`src/verilog/spss_defines.vh`:
```
// Constants for the sensor power state sequencer
`ifndef SPSS_DEFINES_VH
`define SPSS_DEFINES_VH

// ============================================================
// Register offsets and fields
`define SPSS_REG_RUN_CTRL 16'h301A
`define SPSS_REG_REINIT 16'h3021
`define SPSS_RUN_CTRL_RESET 16'h0000
`define SPSS_RUN_STREAM_BIT 2
`define SPSS_RUN_FRAME_BIT 4
`define SPSS_REINIT_BIT 0
`define SPSS_UNMAPPED_DATA 16'h0000

// ============================================================
// Externally visible state codes
`define SPSS_ST_HARD_STBY 2'h0
`define SPSS_ST_SOFT_STBY 2'h1
`define SPSS_ST_STREAMING 2'h2

// ============================================================
// Timing: the clock is the reference clock
`define SPSS_CLK_KHZ 10000
`define SPSS_INIT_REF_CYCLES 16'h0960
`define SPSS_INIT_CYC (`SPSS_INIT_REF_CYCLES)
`define SPSS_PLL_LOCK_MS 1
`define SPSS_PLL_LOCK_CYC (`SPSS_PLL_LOCK_MS * `SPSS_CLK_KHZ)
`define SPSS_CNT_W 16

`endif

```
`src/verilog/spss_cnt.v`:
```
// One-shot cycle counter with load, abort and done pulse
`timescale 1ns/1ps

module spss_cnt #(
    parameter W = 16
) (
    input wire clk_i,
    input wire rst_n_i,
    input wire start_i,
    input wire abort_i,
    input wire [W-1:0] load_i,
    output reg busy_o,
    output reg done_o
);

reg [W-1:0] count_r;

always @(posedge clk_i or negedge rst_n_i)
begin
    if (!rst_n_i)
    begin
        count_r <= {W{1'b0}};
        busy_o <= 1'b0;
        done_o <= 1'b0;
    end
    else if (abort_i)
    begin
        count_r <= {W{1'b0}};
        busy_o <= 1'b0;
        done_o <= 1'b0;
    end
    else if (start_i)
    begin
        // Loaded with N-1 so done fires N cycles after start
        count_r <= load_i - {{(W-1){1'b0}}, 1'b1};
        busy_o <= 1'b1;
        done_o <= 1'b0;
    end
    else if (busy_o && count_r == {W{1'b0}})
    begin
        busy_o <= 1'b0;
        done_o <= 1'b1;
    end
    else
    begin
        if (busy_o)
        begin
            count_r <= count_r - {{(W-1){1'b0}}, 1'b1};
        end
        done_o <= 1'b0;
    end
end

endmodule

```
`src/verilog/spss_top.v`:
```
// Power, reset and operating-state sequencer of the camera sensor
`timescale 1ns/1ps
`include "spss_defines.vh"

module spss_top #(
    parameter PLL_LOCK_CYC = `SPSS_PLL_LOCK_CYC
) (
    input wire CLK_I,
    input wire RST_N_I,
    input wire SHUTDOWN_N_PIN_I,
    input wire IO_RAIL_OK_I,
    input wire CORE_RAIL_OK_I,
    input wire ANALOG_RAIL_OK_I,
    input wire ROW_END_I,
    input wire FRAME_END_I,
    input wire REG_WR_I,
    input wire REG_RD_I,
    input wire [15:0] REG_ADDR_I,
    input wire [15:0] REG_WDATA_I,
    output reg [15:0] REG_RDATA_O,
    output reg REG_READY_O,
    output reg [1:0] STATE_O,
    output reg OUTPUT_EN_O,
    output reg DIGITAL_PWR_EN_O,
    output reg PLL_LOCKED_O
);

// ============================================================
// Internal states
localparam S_HARD = 3'h0;
localparam S_INIT = 3'h1;
localparam S_SOFT = 3'h2;
localparam S_STREAM = 3'h3;
localparam S_STOP = 3'h4;

localparam [`SPSS_CNT_W-1:0] INIT_LOAD = `SPSS_INIT_CYC;
// Lock count must fit the counter width; upper bits are dropped on purpose
localparam [`SPSS_CNT_W-1:0] PLL_LOAD = PLL_LOCK_CYC[`SPSS_CNT_W-1:0];

// ============================================================
// Reset release
reg rst_meta_r;
reg rst_sync_r;

always @(posedge CLK_I or negedge RST_N_I)
begin
    if (!RST_N_I)
    begin
        rst_meta_r <= 1'b0;
        rst_sync_r <= 1'b0;
    end
    else
    begin
        rst_meta_r <= 1'b1;
        rst_sync_r <= rst_meta_r;
    end
end

// ============================================================
// Power condition and sequencing
reg [2:0] state_r;
reg [2:0] state_nxt;
reg [15:0] run_ctrl_r;
reg pll_locked_r;
wire init_done;
wire pll_done;
wire init_busy;
wire rails_ok;
wire powered;
wire hard_start;
wire acc_ok;
wire wr_run;
wire wr_reinit;
wire boundary;

assign rails_ok = IO_RAIL_OK_I & CORE_RAIL_OK_I & ANALOG_RAIL_OK_I;
// Pin low or a missing rail forces the sensor reset
assign powered = rails_ok & SHUTDOWN_N_PIN_I;
assign hard_start = (state_r == S_HARD) & powered;
// Registers are only reachable once initialization is over
assign acc_ok = powered & (state_r == S_SOFT || state_r == S_STREAM || state_r == S_STOP);
assign wr_run = acc_ok & REG_WR_I & (REG_ADDR_I == `SPSS_REG_RUN_CTRL);
// Reinit only honoured from soft standby
assign wr_reinit = powered & (state_r == S_SOFT) & REG_WR_I & (REG_ADDR_I == `SPSS_REG_REINIT)
    & REG_WDATA_I[`SPSS_REINIT_BIT];
// Boundary chosen by the frame select bit
assign boundary = run_ctrl_r[`SPSS_RUN_FRAME_BIT] ? FRAME_END_I : ROW_END_I;

spss_cnt #(
    .W(`SPSS_CNT_W)
) u_init_cnt (
    .clk_i(CLK_I),
    .rst_n_i(rst_sync_r),
    .start_i(hard_start | wr_reinit),
    .abort_i(~powered),
    .load_i(INIT_LOAD),
    .busy_o(init_busy),
    .done_o(init_done)
);

spss_cnt #(
    .W(`SPSS_CNT_W)
) u_pll_cnt (
    .clk_i(CLK_I),
    .rst_n_i(rst_sync_r),
    .start_i(hard_start),
    .abort_i(~powered),
    .load_i(PLL_LOAD),
    .busy_o(),
    .done_o(pll_done)
);

// ============================================================
// State machine
always @*
begin
    state_nxt = state_r;
    case (state_r)
        S_HARD:
        begin
            if (powered)
            begin
                state_nxt = S_INIT;
            end
        end
        S_INIT:
        begin
            if (init_done)
            begin
                state_nxt = S_SOFT;
            end
        end
        S_SOFT:
        begin
            if (wr_reinit)
            begin
                state_nxt = S_INIT;
            end
            else if (run_ctrl_r[`SPSS_RUN_STREAM_BIT] && pll_locked_r)
            begin
                state_nxt = S_STREAM;
            end
        end
        S_STREAM:
        begin
            if (!run_ctrl_r[`SPSS_RUN_STREAM_BIT])
            begin
                state_nxt = S_STOP;
            end
        end
        S_STOP:
        begin
            if (boundary)
            begin
                state_nxt = S_SOFT;
            end
        end
        default:
        begin
            state_nxt = S_HARD;
        end
    endcase
    // Held in hard standby as long as the pin stays low or a rail is missing
    if (!powered)
    begin
        state_nxt = S_HARD;
    end
end

always @(posedge CLK_I or negedge rst_sync_r)
begin
    if (!rst_sync_r)
    begin
        state_r <= S_HARD;
        run_ctrl_r <= `SPSS_RUN_CTRL_RESET;
        pll_locked_r <= 1'b0;
    end
    else
    begin
        state_r <= state_nxt;
        if (!powered)
        begin
            // Contents lost, defaults back after the hard reset
            run_ctrl_r <= `SPSS_RUN_CTRL_RESET;
            pll_locked_r <= 1'b0;
        end
        else
        begin
            // Soft standby and reinit leave registers alone
            if (wr_run)
            begin
                run_ctrl_r <= REG_WDATA_I;
            end
            if (pll_done)
            begin
                pll_locked_r <= 1'b1;
            end
        end
    end
end

// ============================================================
// Registered outputs
always @(posedge CLK_I or negedge rst_sync_r)
begin
    if (!rst_sync_r)
    begin
        STATE_O <= `SPSS_ST_HARD_STBY;
        OUTPUT_EN_O <= 1'b0;
        DIGITAL_PWR_EN_O <= 1'b0;
        PLL_LOCKED_O <= 1'b0;
        REG_READY_O <= 1'b0;
        REG_RDATA_O <= `SPSS_UNMAPPED_DATA;
    end
    else
    begin
        // Reinit from soft standby still reports soft standby
        case (state_nxt)
            S_SOFT:
            begin
                STATE_O <= `SPSS_ST_SOFT_STBY;
            end
            S_STREAM, S_STOP:
            begin
                STATE_O <= `SPSS_ST_STREAMING;
            end
            S_INIT:
            begin
                STATE_O <= (state_r == S_SOFT || STATE_O == `SPSS_ST_SOFT_STBY) ?
                    `SPSS_ST_SOFT_STBY : `SPSS_ST_HARD_STBY;
            end
            default:
            begin
                STATE_O <= `SPSS_ST_HARD_STBY;
            end
        endcase
        // Output runs until the boundary ends the stop
        OUTPUT_EN_O <= (state_nxt == S_STREAM) || (state_nxt == S_STOP);
        DIGITAL_PWR_EN_O <= powered;
        PLL_LOCKED_O <= powered & (pll_locked_r | pll_done);
        REG_READY_O <= powered & (state_nxt == S_SOFT || state_nxt == S_STREAM || state_nxt == S_STOP);
        if (REG_RD_I)
        begin
            if (acc_ok && REG_ADDR_I == `SPSS_REG_RUN_CTRL)
            begin
                REG_RDATA_O <= run_ctrl_r;
            end
            else if (acc_ok && REG_ADDR_I == `SPSS_REG_REINIT)
            begin
                REG_RDATA_O <= {15'h0000, init_busy};
            end
            else
            begin
                REG_RDATA_O <= `SPSS_UNMAPPED_DATA;
            end
        end
    end
end

endmodule
```
`config.mk`:
```
export PLATFORM = sky130hd
export DESIGN_NAME = spss_top
export DESIGN_NICKNAME = d
export VERILOG_FILES = /design/src/verilog/spss_cnt.v /design/src/verilog/spss_top.v
export VERILOG_INCLUDE_DIRS = /design/src /design/src/verilog
export SDC_FILE = /design/constraint.sdc
export NUM_CORES = 1
export LEC_CHECK = 0
export BUFFER_PORTS_ARGS = -buffer_cell sky130_fd_sc_hd__buf_2
export CAP_MARGIN = 20
export CORE_ASPECT_RATIO = 1.5
export CORE_MARGIN = 10
export CORE_UTILIZATION = 25
export CTS_CLUSTER_SIZE = 14
export DETAILED_ROUTE_END_ITERATION = 10
export HOLD_SLACK_MARGIN = 0.1
export PLACE_DENSITY = 0.51
export SLEW_MARGIN = 20
export SYNTH_ARGS = -nofsm -noshare
export SYNTH_HDL_FRONTEND = slang
export SYNTH_SLANG_ARGS = --single-unit
```
`constraint.sdc`:
```
create_clock -name CLK_I -period 5.5 [get_ports CLK_I]
set_clock_uncertainty 0.1 [all_clocks]
set_input_delay 1.375 -clock CLK_I [delete_from_list [all_inputs] [get_ports CLK_I]]
set_output_delay 1.375 -clock CLK_I [all_outputs]
set_load 0.005 [all_outputs]
```
# == Word-level counts from Yosys, hierarchy flattened ==
# Index checks and enable logic that the tools add are counted.
# totals
register_bits,80
inputBits,42
output_inout_bits,22
elab_cells,106
# classes
addsub,2
n_eq_ne,19
muxes,36
bitwise_logic,15
reduce_logical,17
# op_table
cell,count
$mux W16,11
$eq A16 B14 Y1 const B,2
$logic_not A16 Y1,2
$sub A16 B1 Y16 const B,2
$mux W3,6
$mux W1,17
$pmux W3 S5,1
$and A1 B1 Y1,13
$eq A3 B2 Y1 const B,4
$ne A3 B1 Y1 const B,4
$eq A3 B1 Y1 const B,2
$eq A3 B3 Y1 const B,2
$logic_or A1 B1 Y1,6
$pmux W2 S3,1
$logic_and A1 B1 Y1,5
$ne A2 B1 Y1 const B,2
$reduce_and A2 Y1,2
$logic_not A3 Y1,1
$ne A3 B2 Y1 const B,1
$ne A3 B3 Y1 const B,1
$eq A2 B1 Y1 const B,1
$or A1 B1 Y1,2
$reduce_or A2 Y1,1

# == Depth between registers and ports, before layout ==
# depth
word_depth,14
depth_mapped,7
ltp_nobuf,7

# == By module ==
# Synthesis repeated with hierarchy kept, for this count alone.
# unflattened
cells_unflattened,527
area_unflattened_um2,4978.5
# modules_own_cells
mod,instances,cells_each,area_per_inst_um2,seq_area_each_um2
spss_cnt,2,175,1536.5,450.4
spss_top,1,177,1905.6,1076.0

# == Least setup slack after synthesis ==
# Ideal clock, no wire load.
# synth_timing
kind,input -> register
startpoint,input port REG_ADDR_I[14]
endpoint,register run_ctrl_r[11]
setup_ps,135
arrival_time_ps,3011
required_time_ps,5265
path_slack_ps,2254
path_stages,5
path_buffers,1
path_cell_list,or4_1 -> nor4_1 -> and4bb_2 -> clkbuf_1 -> o21ai_0
# synth_via
elab_chain_cells,3
# synth_rtl
element,line_no,source
from (decl),spss_top.v:18,"input wire [15:0] REG_ADDR_I,"
$eq A16 B14 Y1 (no line),--,
$and A1 B1 Y1,spss_top.v:82,assign wr_run = acc_ok & REG_WR_I & (REG_ADDR_I == `SPSS_REG_RUN_CTRL);
$ne A2 B1 Y1 (no line),--,
to (signal assigned),spss_top.v:175,run_ctrl_r <= `SPSS_RUN_CTRL_RESET;
to (signal assigned),spss_top.v:184,run_ctrl_r <= `SPSS_RUN_CTRL_RESET;
to (decl),spss_top.v:63,reg [15:0] run_ctrl_r;
# No other way between the ends.
# A chain may end at the register's enable or synchronous reset.

# == Worst setup path in the final report ==
# layout_timing
startpoint,input port REG_ADDR_I[14]
endpoint,register REG_RDATA_O[2]
# layout_via
elab_chain_cells,3
# layout_rtl
element,line_no,source
$eq A16 B14 Y1 (no line),--,
$logic_and A1 B1 Y1 (no line),--,
$mux W16,spss_top.v:244,if (acc_ok && REG_ADDR_I == `SPSS_REG_RUN_CTRL)
to (signal assigned),spss_top.v:246,REG_RDATA_O <= run_ctrl_r;
to (signal assigned),spss_top.v:250,"REG_RDATA_O <= {15'h0000, init_busy};"
to (signal assigned),spss_top.v:254,REG_RDATA_O <= `SPSS_UNMAPPED_DATA;
to (decl),spss_top.v:20,"output reg [15:0] REG_RDATA_O,"
# No other way between the ends.

==> results.md <==
* Top-count cell post-synth: dfrtp_1
* Final worst-path cycle share at 0.680
* Slew @ Worst Pin at 1.00 ns
* Multi-input gate area at 1610 sq um
* Fin area at 4590 sq um
* Synth Net Count at 438
* Clk slew on worst S/H paths at 0.06 ns
* Hold Path Class: reg -> async
* Tot Pwr at 1.27 mW
* Hold Vio Cnt, Final at 0
* Post-DP HPWL at 6.84 mm
* Placed cell areas at 4260 sq um
* Setup TNS at 0 ns
* Predominant post-synthesis flop cell: dfrtp_1
* Cell count after synthesis at 394
* CP Data Required Time at 5.65 ns
* Yosys cell types at 54
* Post-cts resize count at 0
* Tmin final at 3.74 ns
* WL/cell at 14.4 um
* Global route overflow at 0
* Peak VDD IR at 117 uV
* CTS Hold Bufs at 0
* Die area at 20500 sq um
* Row count at 54
* CP Launch Type: primary input
* Starting DRT DRC Count at 83
* Seq/Total Area, Yosys at 0.525
* Placer Congestion at 0.767
* Yosys top cell area share at 0.525
* Initial antenna violation count at 0
* Synth area leader: dfrtp_1
* IO Port Bufs at 63
* Synth top area cells: dfrtp_1 (52%), o21ai_0 (5.0%), nand2_1 (4.1%), nor2_1 (3.2%), xnor2_1 (3.0%)
* Relative slew slack at 0.328
* Crit path kind: in -> reg
* Die height at 170 um
* Reg area at 1980 sq um
* Number of antenna diodes at 0
* Number of I/O pins at 64
* Max Freq at 0.267 GHz
* Commonest cells in the netlist: dfrtp_1 (79), nand2_1 (41), o21ai_0 (38)
* Largest net degree at the start of global routing at 78
* Finished Layout Cells at 652
* Fillers at 1539
* Final Setup Violations at 0
* Post-Route WL at 9.39 mm
* Worst setup EP type: flop
* Clk_lat worst skew at 0.34 ns
* RSZ-0062 raised after global routing: false
* Share of cells above drive strength 1 at 0.208
* Clk buf depth at 2
* Synthesis-to-finish area growth at 21.9%
* FF+latch count, synth at 79
* H-tree levels at 3
* Clock Root Buffer: clkbuf_16
* First-pass GRT wire length at 15.5 mm
* Static leakage at 2.02 nW
* Final Util at 0.313
* Vias at 3029
* Avg Cell Area, Syn at 9.56 sq um
* Total global-route track usage at 0.0946
* Starting density of the core at 0.257
* Core area at 14700 sq um
* CTS buffer count at 9
* Number of post-CTS setup repair buffers at 0
* Nets at 495
* Post-synth ARST share at 1.00
* DR pass1 iterations at 4
* Cell Pwr Density at 277 nW/um^2
* Critical path fanouts, max at 15
* WP data arrival at 3.89 ns
* Post-route ant nets at 0
* Post-synth EDFFs at 0
* Max-cap violations at 0
* DP Cell Count at 635
* DRC viols at 0
* Final Max Slew Viols at 0
* Die width at 120 um
* Vias per inst at 4.65
* YS warnings at 0
* Clock sinks at 79
* Vias in the first global route at 3132
* Status: complete, no violations
* Post-Syn Area at 3770 sq um
* CTS tree: yes
metrics by stage:
step	hold WS [ns]	setup slack (ns)
finish	0.190	1.76
global route	0.236	1.45
CTS	0.269	1.67
detailed placement	0.255	1.32
global placement	0.239	1.41
floorplan	0.231	2.25
where the power goes:
group          internal [mW]  switching [mW]
clock                  0.378           0.236
sequential             0.586         0.00963
combinational         0.0248          0.0365
flip-flops by register name, summed over array words and instances, names as in the netlist:
| name | cells |
|---|---|
| DIGITAL_PWR_EN_O | 1 |
| rst_sync_r | 1 |
| REG_READY_O | 1 |
| state_r | 3 |
| u_init_cnt.count_r | 16 |
| rst_meta_r | 1 |
| pll_locked_r | 1 |
| u_init_cnt.done_o | 1 |
| u_init_cnt.busy_o | 1 |
| REG_RDATA_O | 16 |
| u_pll_cnt.done_o | 1 |
| PLL_LOCKED_O | 1 |
| run_ctrl_r | 16 |
| u_pll_cnt.busy_o | 1 |
| u_pll_cnt.count_r | 16 |
| STATE_O | 1 |
| OUTPUT_EN_O | 1 |
final timing paths:
| kind | startpoint | endpoint | slack (ns) | cells past startpoint |
|---|---|---|---|---|
| min in group CLK_I | rst_meta_r | rst_sync_r | 0.26 | 0 |
| max reg2reg | u_pll_cnt.count_r[6] | u_pll_cnt.count_r[1] | 2.88 | 5 |
| min reg2reg | rst_sync_r | run_ctrl_r[3] | 0.19 | 0 |
| min | rst_sync_r | run_ctrl_r[3] | 0.19 | 0 |
| max in group asynchronous | RST_N_I | rst_sync_r | 4.48 | 1 |
| max | REG_ADDR_I[14] | REG_RDATA_O[2] | 1.76 | 6 |
layout by cell type (no fill, tap or decap), types with 6 or more instances in the layout:
master,synthesis,routed
buf_2,1,63
clkbuf_16,0,9
o21ai_0,38,38
xnor2_1,13,13
o211ai_1,6,6
nor3_1,12,12
nand3_1,20,20
a21oi_1,16,16
dfrtp_1,79,78
xor2_1,9,9
nor2_1,32,32
inv_1,26,26
nand2_1,41,41
area by class of cell:
type                       instances  share of cell area
clock buffer                      12              0.0559
clock inverter                     4              0.0114
inverter                          26              0.0213
multi-input combinational        270               0.350
sequential                        79               0.431
tap                              196              0.0534
timing repair buffer              65              0.0763
worst max-delay path, cell delays in order:
cell and delay (ns):
buf_2 0.09, or4_1 0.51, nor4_1 0.71, nor3b_2 0.94, nand3_1 0.15, o21ai_0 0.11
metal layers:
metal  up-vias  routed length [um]  GRT usage
met4         0                 159     0.0400
met2        43                5090      0.174
met5         -                   0          0
li1       1483                   -          -
met3         9                 331     0.0229
met1      1494                3810     0.0999
logic make-up (layout without fill, tap and decap cells):
logic type | after synthesis | after routing | share of synthesized area
simple gates | 154 | 154 | 0.213
compound gates | 86 | 86 | 0.141
flops | 79 | 79 | 0.525
buf+inv | 45 | 107 | 0.0482
xor+xnor | 22 | 22 | 0.0511
mux | 5 | 5 | 0.0143
fa+ha+maj | 2 | 2 | 0.00664
other cells | 1 | 1 | 0.000995
Power figures use the tool's default switching activity.
